File: config.mk
export PLATFORM = sky130hd
export DESIGN_NAME = bss_sequencer
export DESIGN_NICKNAME = d
export VERILOG_FILES = /design/src/hw/bss_pkg.sv /design/src/hw/bss_sequencer.sv /design/src/hw/bss_tick_gen.sv
export VERILOG_INCLUDE_DIRS = /design/src /design/src/hw
export SDC_FILE = /design/constraint.sdc
export NUM_CORES = 1
export LEC_CHECK = 0
export BUFFER_PORTS_ARGS = -buffer_cell sky130_fd_sc_hd__buf_4
export CAP_MARGIN = 20
export CORE_MARGIN = 2
export CORE_UTILIZATION = 40
export DETAILED_ROUTE_END_ITERATION = 8
export RECOVER_POWER = 100
export SYNTH_ARGS = -nofsm -noshare
export SYNTH_HDL_FRONTEND = slang
export SYNTH_SLANG_ARGS = --single-unit
export TNS_END_PERCENT = 50
File: constraint.sdc
create_clock -name mclk -period 11.1 [get_ports mclk]
set_clock_uncertainty 0.2 [all_clocks]
set_input_delay 2.22 -clock mclk [delete_from_list [all_inputs] [get_ports mclk]]
set_output_delay 2.22 -clock mclk [all_outputs]
set_load 0.01 [all_outputs]
File: src/hw/bss_regs.svh
// Register indices, field layout, reset values and timing of the sequencer
`ifndef BSS_REGS_SVH
`define BSS_REGS_SVH

// ==========================================================================
// Parameter register indices
`define BSS_IDX_BRK_DLY   2'h0
`define BSS_IDX_BRK_SPD   2'h1
`define BSS_IDX_RUN_WAIT  2'h2
`define BSS_IDX_STOP_SEL  2'h3

// ==========================================================================
// Reset values
`define BSS_RST_BRK_DLY   16'h0000
`define BSS_RST_BRK_SPD   16'h0064
`define BSS_RST_RUN_WAIT  16'h0032
`define BSS_RST_STOP_SEL  16'h0000

// ==========================================================================
// Setting ranges
`define BSS_BRK_DLY_MAX   16'h0032
`define BSS_BRK_SPD_MAX   16'h2710
`define BSS_RUN_WAIT_MIN  16'h000a
`define BSS_RUN_WAIT_MAX  16'h0064

// ==========================================================================
// Stop method digit field and its codes
`define BSS_STOP_DIG_MSB  7
`define BSS_STOP_DIG_LSB  4
`define BSS_STOP_ZERO     4'h0
`define BSS_STOP_COAST    4'h1

// ==========================================================================
// Timing: one setting step in ns and the clock period in ns
`define BSS_STEP_NS       10000000
`define BSS_CLK_NS        8

`endif

File: src/hw/bss_pkg.sv
// Types shared by the brake and stop sequencer
package bss_pkg;

  // ========================================================================
  // Sequencer states, one-hot
  typedef enum logic [4:0] {
    BSS_IDLE     = 5'h01,
    BSS_RUN      = 5'h02,
    BSS_STOP_DLY = 5'h04,
    BSS_ZERO     = 5'h08,
    BSS_COAST    = 5'h10
  } bss_state_t;

endpackage : bss_pkg

File: src/hw/bss_sequencer.sv
// Holding brake and motor power sequencer of the servo drive
`timescale 1ns/1ps
`include "bss_regs.svh"
module bss_sequencer #(
  parameter logic [15:0] MAX_SPEED_RPM  = 16'h1770,
  parameter logic [15:0] ZERO_SPEED_RPM = 16'h0014,
  parameter int          STEP_CYCLES    = `BSS_STEP_NS / `BSS_CLK_NS
) (
  // Clock and reset
  input  wire logic        mclk,
  input  wire logic        resetn,
  // Host commands
  input  wire logic        servoOnCmd,
  input  wire logic        servoOffCmd,
  input  wire logic        cfgRestart,
  // Alarm and drive conditions
  input  wire logic        coastAlarmGroup,
  input  wire logic        selectableAlarmGroup,
  input  wire logic        overtravel,
  input  wire logic        torqueCtrl,
  // Speed feedback, signed rpm
  input  wire logic [15:0] motorSpeed,
  // Parameter write port
  input  wire logic        prmWrEn,
  input  wire logic [1:0]  prmWrIdx,
  input  wire logic [15:0] prmWrData,
  // Parameter read port
  input  wire logic [1:0]  prmRdIdx,
  output logic      [15:0] prmRdData,
  // Drive outputs
  output logic             brakeReleaseOut,
  output logic             motorPowerOn,
  output logic             zeroSpeedRef,
  output logic      [4:0]  seqState
);

  // ========================================================================
  // Declarations
  bss_pkg::bss_state_t state_r;
  bss_pkg::bss_state_t state_nxt;

  logic [15:0] brakeToPoweroffDelay_r;
  logic [15:0] brakeEngageSpeedLevel_r;
  logic [15:0] runningBrakeWaitTime_r;
  logic [15:0] alarmStopMethodSelect_r;
  logic [3:0]  alarmStopMethodDigit_r;
  logic        started_r;
  logic [15:0] stepCnt_r;
  logic        brakeRelease_nxt;
  logic        powerOn_nxt;
  logic        zeroRef_nxt;
  logic [15:0] absSpeed;
  logic [15:0] engageLevel;
  logic        belowLevel;
  logic        motorStopped;
  logic        alarmAny;
  logic        alarmCoasts;
  logic        stateChange;
  logic        stepTick;
  logic        stepDone;
  logic [15:0] wrDelay;
  logic [15:0] wrLevel;
  logic [15:0] wrWait;

  // ========================================================================
  // Speed conditions
  assign absSpeed = motorSpeed[15] ? 16'(~motorSpeed + 16'h0001)
                                   : motorSpeed;

  assign engageLevel = (brakeEngageSpeedLevel_r > MAX_SPEED_RPM)
                     ? MAX_SPEED_RPM
                     : brakeEngageSpeedLevel_r;

  assign belowLevel   = absSpeed < engageLevel;
  assign motorStopped = absSpeed <= ZERO_SPEED_RPM;

  // ========================================================================
  // Alarm classification
  assign alarmAny = coastAlarmGroup | selectableAlarmGroup;

  assign alarmCoasts = coastAlarmGroup
                     | torqueCtrl
                     | (alarmStopMethodDigit_r == `BSS_STOP_COAST);

  // ========================================================================
  // Write value limiting
  assign wrDelay = (prmWrData > `BSS_BRK_DLY_MAX) ? `BSS_BRK_DLY_MAX
                                                 : prmWrData;

  assign wrLevel = (prmWrData > `BSS_BRK_SPD_MAX) ? `BSS_BRK_SPD_MAX
                                                 : prmWrData;

  assign wrWait = (prmWrData < `BSS_RUN_WAIT_MIN) ? `BSS_RUN_WAIT_MIN
                : (prmWrData > `BSS_RUN_WAIT_MAX) ? `BSS_RUN_WAIT_MAX
                : prmWrData;

  // ========================================================================
  // Parameter registers, live at once except the stop method digit, taken on restart
  always_ff @(posedge mclk or negedge resetn)
  begin
    if (!resetn)
    begin
      brakeToPoweroffDelay_r  <= `BSS_RST_BRK_DLY;
      brakeEngageSpeedLevel_r <= `BSS_RST_BRK_SPD;
      runningBrakeWaitTime_r  <= `BSS_RST_RUN_WAIT;
      alarmStopMethodSelect_r <= `BSS_RST_STOP_SEL;
    end
    else if (prmWrEn)
    begin
      if (prmWrIdx == `BSS_IDX_BRK_DLY)
      begin
        brakeToPoweroffDelay_r <= wrDelay;
      end
      else if (prmWrIdx == `BSS_IDX_BRK_SPD)
      begin
        brakeEngageSpeedLevel_r <= wrLevel;
      end
      else if (prmWrIdx == `BSS_IDX_RUN_WAIT)
      begin
        runningBrakeWaitTime_r <= wrWait;
      end
      else
      begin
        alarmStopMethodSelect_r <= prmWrData;
      end
    end
  end

  // ========================================================================
  // Stop method digit, taken only after reset release or restart
  always_ff @(posedge mclk or negedge resetn)
  begin
    if (!resetn)
    begin
      started_r              <= 1'b0;
      alarmStopMethodDigit_r <= `BSS_STOP_ZERO;
    end
    else
    begin
      started_r <= 1'b1;
      if (!started_r || cfgRestart)
      begin
        alarmStopMethodDigit_r <= alarmStopMethodSelect_r
          [`BSS_STOP_DIG_MSB:`BSS_STOP_DIG_LSB];
      end
    end
  end

  // ========================================================================
  // Parameter read port
  always_ff @(posedge mclk or negedge resetn)
  begin
    if (!resetn)
    begin
      prmRdData <= 16'h0000;
    end
    else if (prmRdIdx == `BSS_IDX_BRK_DLY)
    begin
      prmRdData <= brakeToPoweroffDelay_r;
    end
    else if (prmRdIdx == `BSS_IDX_BRK_SPD)
    begin
      prmRdData <= brakeEngageSpeedLevel_r;
    end
    else if (prmRdIdx == `BSS_IDX_RUN_WAIT)
    begin
      prmRdData <= runningBrakeWaitTime_r;
    end
    else
    begin
      prmRdData <= alarmStopMethodSelect_r;
    end
  end

  // ========================================================================
  // Step timer, restarted on each state entry
  assign stateChange = state_nxt != state_r;
  assign stepDone    = stepCnt_r == 16'h0000;

  bss_tick_gen #(
    .TICK_CYCLES (STEP_CYCLES)
  ) u_tick (
    .mclk    (mclk),
    .resetn  (resetn),
    .restart (stateChange),
    .tick    (stepTick)
  );

  always_ff @(posedge mclk or negedge resetn)
  begin
    if (!resetn)
    begin
      stepCnt_r <= 16'h0000;
    end
    else if (stateChange && state_nxt == bss_pkg::BSS_STOP_DLY)
    begin
      stepCnt_r <= brakeToPoweroffDelay_r;
    end
    else if (stateChange && state_nxt == bss_pkg::BSS_COAST)
    begin
      stepCnt_r <= runningBrakeWaitTime_r;
    end
    else if (stepTick && !stepDone)
    begin
      stepCnt_r <= stepCnt_r - 16'h0001;
    end
  end

  // ========================================================================
  // State sequencing
  always_comb
  begin
    state_nxt = state_r;
    case (state_r)
      bss_pkg::BSS_IDLE:
      begin
        if (servoOnCmd && !alarmAny)
        begin
          state_nxt = bss_pkg::BSS_RUN;
        end
      end
      bss_pkg::BSS_RUN:
      begin
        if (alarmAny)
        begin
          if (motorStopped)
          begin
            state_nxt = bss_pkg::BSS_IDLE;
          end
          else if (alarmCoasts)
          begin
            state_nxt = bss_pkg::BSS_COAST;
          end
          else
          begin
            state_nxt = bss_pkg::BSS_ZERO;
          end
        end
        else if (servoOffCmd)
        begin
          if (!motorStopped)
          begin
            state_nxt = bss_pkg::BSS_COAST;
          end
          else if (brakeToPoweroffDelay_r == `BSS_RST_BRK_DLY)
          begin
            state_nxt = bss_pkg::BSS_IDLE;
          end
          else
          begin
            state_nxt = bss_pkg::BSS_STOP_DLY;
          end
        end
      end
      bss_pkg::BSS_STOP_DLY:
      begin
        if (alarmAny || stepDone)
        begin
          state_nxt = bss_pkg::BSS_IDLE;
        end
      end
      bss_pkg::BSS_ZERO:
      begin
        if (coastAlarmGroup || torqueCtrl)
        begin
          state_nxt = bss_pkg::BSS_COAST;
        end
        else if (motorStopped)
        begin
          state_nxt = bss_pkg::BSS_IDLE;
        end
      end
      bss_pkg::BSS_COAST:
      begin
        if (belowLevel || stepDone)
        begin
          state_nxt = bss_pkg::BSS_IDLE;
        end
      end
      default:
      begin
        state_nxt = bss_pkg::BSS_IDLE;
      end
    endcase
  end

  always_ff @(posedge mclk or negedge resetn)
  begin
    if (!resetn)
    begin
      state_r <= bss_pkg::BSS_IDLE;
    end
    else
    begin
      state_r <= state_nxt;
    end
  end

  // ========================================================================
  // Output decode from the next state, so outputs move with the state
  always_comb
  begin
    brakeRelease_nxt = 1'b0;
    powerOn_nxt      = 1'b0;
    zeroRef_nxt      = 1'b0;
    case (state_nxt)
      bss_pkg::BSS_RUN:
      begin
        brakeRelease_nxt = 1'b1;
        powerOn_nxt      = 1'b1;
      end
      bss_pkg::BSS_STOP_DLY:
      begin
        powerOn_nxt      = 1'b1;
      end
      bss_pkg::BSS_ZERO:
      begin
        brakeRelease_nxt = 1'b1;
        powerOn_nxt      = 1'b1;
        zeroRef_nxt      = 1'b1;
      end
      bss_pkg::BSS_COAST:
      begin
        brakeRelease_nxt = 1'b1;
      end
      default: brakeRelease_nxt = 1'b0;
    endcase
  end

  always_ff @(posedge mclk or negedge resetn)
  begin
    if (!resetn)
    begin
      brakeReleaseOut <= 1'b0;
      motorPowerOn    <= 1'b0;
      zeroSpeedRef    <= 1'b0;
    end
    else
    begin
      brakeReleaseOut <= brakeRelease_nxt;
      motorPowerOn    <= powerOn_nxt;
      zeroSpeedRef    <= zeroRef_nxt;
    end
  end

  assign seqState = state_r;

endmodule : bss_sequencer

File: src/hw/bss_tick_gen.sv
// Restartable divider giving one-cycle pulses at the setting step rate
`timescale 1ns/1ps
module bss_tick_gen #(
  parameter int TICK_CYCLES = 1250000
) (
  // Clock and reset
  input  wire logic mclk,
  input  wire logic resetn,
  // Control
  input  wire logic restart,
  // Step pulse
  output logic      tick
);

  localparam int CW = $clog2(TICK_CYCLES + 1);
  localparam logic [CW-1:0] LAST = CW'(TICK_CYCLES - 1);

  logic [CW-1:0] count_r;

  // ========================================================================
  // Divider, restarted so a full step passes before the first pulse
  always_ff @(posedge mclk or negedge resetn)
  begin
    if (!resetn)
    begin
      count_r <= '0;
      tick    <= 1'b0;
    end
    else if (restart)
    begin
      count_r <= '0;
      tick    <= 1'b0;
    end
    else if (count_r == LAST)
    begin
      count_r <= '0;
      tick    <= 1'b1;
    end
    else
    begin
      count_r <= count_r + 1'b1;
      tick    <= 1'b0;
    end
  end

endmodule : bss_tick_gen

# --- After elaboration in Yosys (flattened, before gate mapping) ---
# Cells that the tools add are included.
# Widths: inputs -> output; s select.
word_totals:
  rom_bits: 0
  out_inout_bits: 24
  reg_bits: 131
  mem_bits_rw: 0
  latchBits: 0
  input_bits: 46
  wordCells: 100
  mem_count: 0
op_classes:
  bitwise: 7
  addsub: 3
  n_mux: 31
  n_reduce_logical: 22
  mul: 0
  eq_ne: 16
  shift: 0
  n_lt_le_gt_ge: 7
  div: 0
ops:
  columns: ["cell", "count"]
  rows:
  - ["$mux 16", 12]
  - ["$mux 5", 10]
  - ["$mux 21", 2]
  - ["$logic_not 16->1", 2]
  - ["$pmux 5 s5", 1]
  - ["$add 21x1->21 const B", 1]
  - ["$eq 21x21->1 const B", 1]
  - ["$add 16x1->16 const B", 1]
  - ["$gt 16x13->1 const B", 1]
  - ["$gt 16x14->1 const B", 1]
  - ["$gt 16x6->1 const B", 1]
  - ["$gt 16x7->1 const B", 1]
  - ["$le 16x5->1 const B", 1]
  - ["$lt 16x16->1", 1]
  - ["$lt 16x4->1 const B", 1]
  - ["$not 16->16", 1]
  - ["$sub 16x1->16 const B", 1]
  - ["$eq 5x2->1 const B", 2]
  - ["$eq 5x3->1 const B", 2]
  - ["$eq 5x4->1 const B", 2]
  - ["$eq 5x5->1 const B", 2]
  - ["$reduce_and 4->1", 2]
  - ["$reduce_or 3->1", 2]
  - ["$eq 5x1->1 const B", 1]
  - ["other kinds (15)", 34]

# --- Longest topological paths before layout ---
# Gate-level depths: netlist of the first run.
logic_depth:
  word_depth: 12
  ltp_mapped: 15
  mapped_depth_nobuf: 14

# --- Modules after synthesis ---
# A second synthesis of the first run with hierarchy kept.
unflattened:
  hier_cells: 677
  hier_area_um2: 7144.4
by_module_without_submodules:
  columns: ["module", "n_inst", "seq_area_each_um2", "area_per_inst_um2", "cells_each"]
  rows:
  - ["bss_sequencer", 1, 2736.4, 5980.7, 562]
  - ["bss_tick_gen", 1, 550.5, 1163.6, 115]

# --- Worst setup path after synthesis of the first run ---
# OpenSTA, ideal clock, no wires.
synth_path:
  path_kind: "in2reg"
  from: "input motorSpeed[4]"
  to: "register u_tick.count_r[12]"
  required_time_ns: 10.803
  path_stages: 15
  arrival_ns: 5.071
  n_path_buf: 1
  setup_slack_ns: 5.733
  setup_time_ns: 0.097
  path_cell_list: "nor4_4 nand3_1 o21ai_0 xor2_1 inv_1 ha_1 nand4_1 inv_1 nand3_1 a2111oi_0 a211oi_1 nor4_1 o211ai_1 buf_2 nor4_2"
synth_between:
  elab_chain_len: 10
  word_cells_on_any_way: 16
  classes_between: "1 x add/sub; 2 x order compare; 1 x eq/ne; 10 x mux; 1 x bitwise; 1 x reduce/logical"
synth_lines:
  columns: ["element", "line_no", "source"]
  rows:
  - ["from (decl)", "bss_sequencer.sv:22", "input wire logic [15:0] motorSpeed,"]
  - ["$not 16->16", "bss_sequencer.sv:67", "assign absSpeed = motorSpeed[15] ? 16'(~motorSpeed + 16'h0001)"]
  - ["$add 16x1->16", "bss_sequencer.sv:67", null]
  - ["$mux 16 *", "bss_sequencer.sv:67", null]
  - ["$le 16x5->1", "bss_sequencer.sv:75", "assign motorStopped = absSpeed <= ZERO_SPEED_RPM;"]
  - ["$mux 5", "bss_sequencer.sv:241", "if (!motorStopped)"]
  - ["$mux 5", "bss_sequencer.sv:239", "else if (servoOffCmd)"]
  - ["$mux 5", "bss_sequencer.sv:224", "if (alarmAny)"]
  - ["$pmux 5 s5 *", "bss_sequencer.sv:214", "case (state_r)"]
  - ["$ne 5x5->1 *", "bss_sequencer.sv:177", "assign stateChange = state_nxt != state_r;"]
  - ["$mux 21 *", "bss_tick_gen.sv:29", "else if (restart)"]
  - ["to (signal assigned)", "bss_tick_gen.sv:41", "count_r <= count_r + 1'b1;"]
  - ["to (decl)", "bss_tick_gen.sv:18", "logic [CW-1:0] count_r;"]
# Mark *: on every way between the ends. The rest lies on a longest branch, timed or not.
# A chain may end at the register's enable or synchronous reset.

# --- Worst setup path in the final report of the first run ---
layout_path:
  from: "input motorSpeed[5]"
  to: "register u_tick.count_r[7]"
# Same word-level chain as after synthesis.

==> results of run 1 <==
[report_power, final]
part | internal, W | total [W] | switching [W]
Sequential | 0.000553 | 0.000621 | 0.0000685
Combinational | 0.000132 | 0.000288 | 0.000156
Clock | 0.000314 | 0.000527 | 0.000213
Total | 0.000998 | 0.00144 | 0.000438
[worst min-delay path, stage by stage, from the launching register on]
cell and delay, ns:
dfstp_2 0.38, inv_1 0.04, o21ai_0 0.07
[per-stage QoR]
| stage | utilization, % | setup slack (ns) |
|---|---|---|
| after global routing | 47.4 | 3.97 |
| after global placement | 45.2 | 5.08 |
| after CTS | 48.4 | 5.36 |
| after floorplan | - | 5.73 |
| after detailed placement | 45.2 | 4.94 |
| final | 47.4 | 4.34 |
[kinds of logic after synthesis]
group,share of synthesized area (%)
AO/OA/AOI/OAI,11.8
other,0.0524
adder cells (fa/ha/maj),3.67
multiplexers,9.35
AND/OR/NAND/NOR,20.4
flip-flops,45.9
XOR/XNOR,5.87
buffers and inverters,2.88
[worst max path at each step]
| stage | endpoint | slack [ns] |
|---|---|---|
| 6_report | u_tick.count_r[7]$_DFF_PN0_ | 4.34 |
| 2_1_floorplan | u_tick.count_r[12]$_DFF_PN0_ | 5.73 |
| 5_1_grt | u_tick.count_r[9]$_DFF_PN0_ | 3.97 |
| 3_5_place_dp | u_tick.count_r[3]$_DFF_PN0_ | 4.94 |
| 3_3_place_gp | u_tick.count_r[20]$_DFF_PN0_ | 5.08 |
| 4_1_cts | u_tick.count_r[3]$_DFF_PN0_ | 5.36 |
[state kept, by name, indices dropped and copies added (netlist names), 4 cells and up]
name and flops:
brakeToPoweroffDelay_r 16, brakeEngageSpeedLevel_r 16, alarmStopMethodSelect_r 16, u_tick.count_r 21, seqState 5, alarmStopMethodDigit_r 4, runningBrakeWaitTime_r 16, stepCnt_r 16
prmRdData 16
[metal layers]
metal	global-route usage (%)	wire, um
met4	7.31	461
met1	27.0	8340
met2	33.4	8760
met5	0	0
met3	4.23	701
[layout make-up]
cell class                 instances  share of cell area [%]
clock inverter                    12                    1.30
multi-input combinational        510                    44.0
inverter                          22                    1.00
timing repair buffer              72                    5.09
clock buffer                      20                    5.41
tap                              225                    3.41
sequential                       131                    39.8
[placed cells by master, fill, tap and decap left out, types with 21 or more instances in the layout]
master    synthesis  layout
inv_1            22      22
nor2_1           54      54
nor3_1           30      30
mux2_2           23      23
dfrtp_1         124     124
a21oi_1          30      30
nor4_1           23      28
buf_4             1      39
xor2_1           21      21
nand2_1          50      50
nand3_1          22      23
xnor2_1          27      27
clkbuf_1         22      34
ha_1             21      21
==> results by stage, run 1 <==
Min path:
- The startpoint identified for the worst hold timing path is runningBrakeWaitTime_r[4]$_DFFE_PN1P_.
- The worst hold path terminates at runningBrakeWaitTime_r[4]$_DFFE_PN1P_.
- Counting instances, the worst hold path has a depth of 2.
- The tightest min-delay check is of the flip-flop to flip-flop type.

STA:
- For the finished layout, the period the worst path requires is about 6.8 ns.
- The final number of hold-violating endpoints is 0.
- The final critical path takes up around three fifths of the cycle.
- The highest achievable clock rate is 0.148 GHz.
- The total negative slack for setup checks is 0 ns.
- The slew of the pin with the lowest slew margin is roughly 3.0 ns.
- Setup repair after global routing left no endpoint under its margin.
- The final count of pins violating max slew came to 57.
- The worst pin sits at a relative slew slack of -97.3%.
- The total of endpoints with negative setup slack in the final report is 0.
- The final worst hold slack is roughly 0.3 ns.

Worst setup path:
- The element type at the critical path start is an input port.
- The cell occurring most often along the worst timing path is nor4_1.
- The cell family with the largest share of critical-path delay is simple AND/OR/NAND/NOR gates.
- Tracing the worst setup path back leads to its startpoint at motorSpeed[5].
- At the worst endpoint, the required time is 11.20 ns.
- The startpoint-to-endpoint class of the critical path is input port to flip-flop.
- The cell type of the slowest stage on the worst timing path is nor4_1.
- The worst setup path is captured at a flip-flop.
- The total number of cells along the worst setup path is 16.
- The arrival time at the worst endpoint is slightly below 7 ns.
- In this run the worst path has a maximum fanout of 22.
- The signal on the critical path passes through buf_4 > nor4_1 > nand3_1 > o21ai_0 > xor2_1 > inv_1 > ha_1 > nand4_1 > inv_1 > nand3_1 > a2111oi_0 > a211oi_1 > nor4_1 > o211ai_1 > clkbuf_1 > nor4_1.
- The count of buffer and inverter cells on the critical path is 4.
- Setup slack on the worst reg-to-reg path comes out at 6.50 ns.
- The number of cells on the worst reg-to-reg path is 14.
- The delay of the slowest critical-path stage is roughly 0.99 ns.
- The launch point of the worst reg-to-reg path is brakeEngageSpeedLevel_r[11]$_DFFE_PN0P_.
- In this run the critical register-to-register path is captured at u_tick.count_r[7]$_DFF_PN0_.

Finish:
- The sequential standard cell area is about 3300 um^2.
- The finished layout holds a little under 1000 standard cells, fillers aside.
- The final layout net count is 821.
- From synthesis to final layout, the design area changed by 15.3%.
- The area of all placed cells without fillers is between 8000 and 9000 um^2.
- The antenna diode count is 0.
- The area taken by multi-input logic gates is between 3000 and 4000 um^2.
- The number of inserted filler cells in the final layout is approximately 1700.
- The ratio of cells with drive above 1 in the final layout is around 17%.

Routing:
- The first-iteration detailed-routing DRC count is 369.
- Dividing the detail-routed via count by the number of cells gives 5.66.
- The detail route stage leaves a number of antenna-violating nets equal to 0.
- The routed layout has between 5000 and 6000 vias.
- The average wire per standard cell is between 15 and 20 um.
- The post-detailed-route DRC marker count is 0.
- The pre-antenna-repair detailed-routing pass consisted of 5 iterations.
- The detailed-route wire length is 18300 um.

Synth:
- After synthesis, the largest area contributor takes up a little over two fifths of total cell area.
- By area the synthesized netlist is led by dfrtp_1, mux4_2, ha_1, mux2_2, xnor2_1.
- The most instantiated flip-flop cell in the synthesis netlist is dfrtp_1.
- The count of yosys warnings during synthesis is 0.
- Sorting the synthesized cells by how often they occur yields dfrtp_1, nor2_1, nand2_1.
- Summing every instance area after synthesis gives approximately 7000 um^2.
- The fraction of the yosys area taken by sequential cells is between 40% and 50%.
- In this run, distinct cell masters in the synthesized netlist total just under 70.
- A synthesized cell averages roughly 10 um^2.
- The synthesized design contains about 130 register bits.
- dfrtp_1 is the most common cell in the netlist.
- The cell count after synthesis came out at just under 700.
- dfrtp_1 takes more of the synthesized area than any other cell.
- After synthesis, the share of flip-flops with an asynchronous set or reset is 100%.
- Counting flops with a built-in enable in the synthesized netlist gives 0.

Power:
- The power per cell area is about 170 nW/um^2.
- After layout, the design draws a total of between 0.001 and 0.0015 W.
- The largest vdd supply drop is 0.000129 V.
- The leakage power is around 3.5 nW.

Place:
- The congestion estimate from routability-driven global placement came to 0.865.
- The total placed instance area is a little under 8000 um^2.
- The estimated wirelength of the detail-placed design is 13200 um.
- The number of buffers added on ports is 68.
- Once placement completed, the tool counted placed cells totaling between 900 and 1000.

GRT:
- The total overflow reported by the global router is 0.
- Entering global routing, the biggest net connects between 70 and 80 pins.
- The initial antenna violation count came to 0.
- The wire length of the first global-routing pass is between 20000 and 30000 um.
- The total global routing track utilization is 20.5%.
- The number of global-route vias before repair is 5722.

Clock network:
- At the later pin of the worst-skew pair, clock insertion delay measures 0.42 ns.
- The maximum buffer depth of the clock tree is 2.
- The count of instances resized after the clock tree is built is 0.
- TritonCTS built the clock tree.
- Clock tree synthesis inserted a total of 17 buffers.
- The hold buffer count at cts is 0.
- The clock drives approximately 130 sinks.
- Clock tree synthesis selected as its root buffer the cell clkbuf_16.
- CTS built an H-tree with a depth of 4.
- The buffers inserted during post-CTS setup optimization is 0.
- Clock-pin slew was measured on the worst setup and hold paths at ~0.06 ns.

Floorplan:
- The die covers 19000 um^2.
- In this run the core area contains 48 standard-cell rows.
- For this configuration, the core starts out at a cell density of 41.1%.
- The I/O pin total is 70.
- The chip width is 138 um.
- The total area inside the core boundary comes to about 17000 um^2.
- The floorplan step set the die height to around 140 um.

Status:
- The checks that failed: capacitance limit, slew limit.
- The run finished, with violations left.

Run:
- The max capacitance violation total is 1.
Power figures use the tool's default switching activity.
==> inputs of run 2 (changes only) <==
==> constraint.sdc (replaced) <==
create_clock -name mclk -period 5.91 [get_ports mclk]
set_clock_uncertainty 0.2 [all_clocks]
set_input_delay 1.182 -clock mclk [delete_from_list [all_inputs] [get_ports mclk]]
set_output_delay 1.182 -clock mclk [all_outputs]
set_load 0.01 [all_outputs]
==> results by stage, run 2 (synthesis gave the netlist of run 1 again) <==
GRT:
- The initial antenna violation count came to 0 (unchanged).
- The number of global-route vias before repair is 5766 (+0.77%).
- The total overflow reported by the global router is 0 (unchanged).
- The pin count of the biggest net entering global routing is 56 (-27%).
- The wire length of the first global-routing pass is 30100 um (+1.5%).
- The total global routing track utilization is 20.7% (+0.26 points).

STA:
- The slew of the pin with the lowest slew margin is 2.95 ns (-0.00456 ns).
- The worst-case headroom to the max-slew limit was -96.9% (+0.30 points).
- The worst path needs 5.10 ns of the cycle, external delays included.
- The final number of hold-violating endpoints is 0 (unchanged).
- The final worst hold slack was 0.301 ns (+0.00392 ns).
- The total of endpoints with negative setup slack in the final report was 0 (unchanged).
- The fraction of the cycle the final worst path needs is between 80 and 90%.
- For this run, the top clock speed supported by timing is just under 0.2 GHz.
- The final count of pins violating max slew was 76 (+33%).
- The total negative slack for setup checks is 0 ns (unchanged).
- Setup repair after global routing left no endpoint under its margin.
- The final worst slack is 0.811 ns (-3.53 ns).

Routing:
- The total number of vias is 5652 (+0.69%).
- The first-iteration detailed-routing DRC count is 314 (-15%).
- The number of optimization iterations in the first detailed-route pass is 5 (unchanged).
- The average wire per standard cell is 18.5 um (+0.58%).
- The post-detailed-route DRC marker count was 0 (unchanged).
- The detailed-route wire length came to 18400 um (+0.68%).
- The number of vias per cell after detailed routing is 5.69 (+0.59%).
- The post-detailed-route count of antenna-violating nets was 0 (unchanged).

Finish:
- The register with the most flip-flops in the final layout is u_tick.count_r.
- The ratio of cells with drive above 1 in the final layout is 16.5% (-0.28 points).
- Leaving out fill and tap cells, the most frequent cells in the layout are dfrtp_1, nor2_1, nand2_1, buf_4, clkbuf_1.
- The area taken by multi-input logic gates is 3610 um^2 (-0.69%).
- The sequential standard cell area was 3290 um^2 (unchanged).
- Compared with the post-synthesis result, the final layout area differs by 15.6%.
- The final non-filler cell total was 993 (+0.10%).
- The antenna diode count is 0 (unchanged).
- The number of inserted filler cells in the final layout is 1659 (+0.24%).
- The final layout net count was 823 (+0.24%).
- The flip-flop count of the largest register, all copies and words added is 21 (unchanged).
- Leaving out fill and tap cells, the most frequent cell in the layout is dfrtp_1.

Power:
- The fraction of power consumed by sequential logic is 42.3% (-1.0 points).
- The power per cell area is 332 nW/um^2 (+91%).
- The internal power component came to 0.00193 W (+94%).
- The share of total power consumed by net switching is 29.8% (-0.72 points).
- The largest vdd supply drop was 0.000208 V (+61%).
- The net switching power of the design is 0.000819 W (+87%).
- The leakage power is 3.55 nW (+0.70%).
- The part of the total power dissipated in combinational logic came to 19.7% (-0.3 points).
- The share of power burned in the clock network is 38.0% (+1.3 points).

Place:
- The number of buffers added on ports is 68 (unchanged).
- The routability congestion estimate from global placement is 0.866 (+0.13%).
- The number of instances in the placed design is 962 (+0.21%).
- The worst setup timing slack at the placement stage was 0.793 ns (-4.15 ns).
- The estimated wirelength of the detail-placed design was 13300 um (+1.2%).

Floorplan:
- The area of the die is 19000 um^2 (unchanged).
- The I/O pin total was 70 (unchanged).
- The floorplan row count is 48 (unchanged).
- The chip width was 138 um (unchanged).
- The initial cell density of the core is 41.1% (unchanged).
- The die extent in y is 138 um (unchanged).
- The area of the core region is 17400 um^2 (unchanged).

Worst setup path:
- The slowest stage of the critical path belongs to the cell o21ai_1.
- The critical path required time is 6.01 ns (-5.19 ns).
- The largest fanout on the critical path is 22 (unchanged).
- The arrival time at the worst endpoint is 5.20 ns (-1.66 ns).
- The delay of the slowest critical-path stage is 1.34 ns (+0.35 ns).
- The element type at the critical path start is an input port.
- The critical register-to-register path endpoint is u_tick.count_r[9]$_DFF_PN0_.
- The startpoint-to-endpoint class of the critical path is input port to flip-flop.
- The depth of the worst register-to-register path was 14 (unchanged).
- STA classifies the critical path endpoint as a flip-flop.
- The launch point of the worst reg-to-reg path is brakeEngageSpeedLevel_r[11]$_DFFE_PN0P_.
- Traced cell by cell, the critical path runs through clkbuf_1 > nor4_4 > a41oi_1 > xor2_1 > or2_0 > or4_1 > o21ai_1 > a32oi_2 > buf_4 > nor4_1.
- The minimum setup slack among reg-to-reg paths is 1.68 ns (-4.82 ns).

Min path:
- In this run the most critical hold path is launched from u_tick.count_r[0]$_DFF_PN0_.
- The tightest min-delay check is of the flip-flop to flip-flop type.
- The path with the worst hold slack has its endpoint at u_tick.count_r[0]$_DFF_PN0_.
- The hold path depth is 1 (-1).

Clock network:
- The root buffer cell is clkbuf_16.
- The maximum level of the CTS H-tree is 4 (unchanged).
- The CTS tree is yes.
- The later-pin clock latency in the skew report was 0.42 ns (about the same).
- The count of instances resized after the clock tree is built is 0 (unchanged).
- The hold buffer count at cts is 0 (unchanged).
- The maximum buffer depth of the clock tree is 2 (unchanged).
- The number of sinks driven by the clock tree is 131 (unchanged).
- The number of buffers inserted during clock tree synthesis was 17 (unchanged).
- The buffers inserted during post-CTS setup optimization is 0 (unchanged).
- The clock transition at the register clock pins on the worst setup and hold paths after CTS is 0.06 ns (about the same).

Status:
- The checks that failed: capacitance limit, slew limit.
- The flow ran to the end, but the final reports show violations.

Run:
- The max capacitance violation total came to 2 (+1).
-- run 2: cell count changes in the layout (fill, tap and decap cells not counted), sizes merged --
| cell | change |
|---|---|
| buf | +1 |
| bufinv | +1 |
| clkbuf | +1 |
| clkinv | -1 |
| clkinvlp | -1 |
-- run 2: routing by layer --
metal | track usage (%) | vias up | part of all wire (%)
met3 | 4.38 | 27 | 4.1
met1 | 27.6 | 2826 | 44
li1 | - | 2668 | -
met4 | 7.20 | 0 | 2.8
met2 | 33.5 | 131 | 49
met5 | 0 | - | 0
-- run 2: critical path: cells and delay by family --
family          cells  cell delay [ns]
compound gates      3             1.82
simple gates        4             1.54
buf+inv             2             0.45
xor+xnor            1             0.20
-- run 2: through the flow --
| stage | cell area (um^2) | total power, W | util (%) |
|---|---|---|---|
| 2_1_floorplan | 7170 | 0.00153 | - |
| 3_3_place_gp | 7880 | 0.00172 | 45.3 |
| 3_5_place_dp | 7880 | 0.00175 | 45.3 |
| 4_1_cts | 8470 | 0.00280 | 48.6 |
| 5_1_grt | 8280 | 0.00289 | 47.5 |
| 6_report | 8280 | 0.00275 | 47.5 |
-- run 2: power by group through the flow --
stage                     registers (W)  clock network, W  logic, W
after floorplan                 0.00115                 0  0.000385
after global placement          0.00117                 0  0.000551
after detailed placement        0.00118                 0  0.000570
after CTS                       0.00116           0.00106  0.000577
after global routing            0.00118           0.00110  0.000608
final                           0.00116           0.00105  0.000542
-- run 2: cell type report --
cell class / count / share of cell area, %
clock buffers: 20 / 5.52
multi-input cells: 510 / 43.6
flip-flops and latches: 131 / 39.7
repair buffers: 74 / 5.24
inverters: 22 / 0.998
clock inverters: 11 / 1.56
well taps: 225 / 3.40
-- run 2: worst max path at each step --
| stage | from | to | cells after the start |
|---|---|---|---|
| after floorplan | motorSpeed[4] | u_tick.count_r[12]$_DFF_PN0_ | 15 |
| after global placement | motorSpeed[4] | u_tick.count_r[20]$_DFF_PN0_ | 16 |
| after detailed placement | motorSpeed[4] | u_tick.count_r[9]$_DFF_PN0_ | 16 |
| after CTS | motorSpeed[4] | u_tick.count_r[9]$_DFF_PN0_ | 16 |
| after global routing | motorSpeed[4] | u_tick.count_r[3]$_DFF_PN0_ | 10 |
| final | motorSpeed[4] | u_tick.count_r[9]$_DFF_PN0_ | 10 |
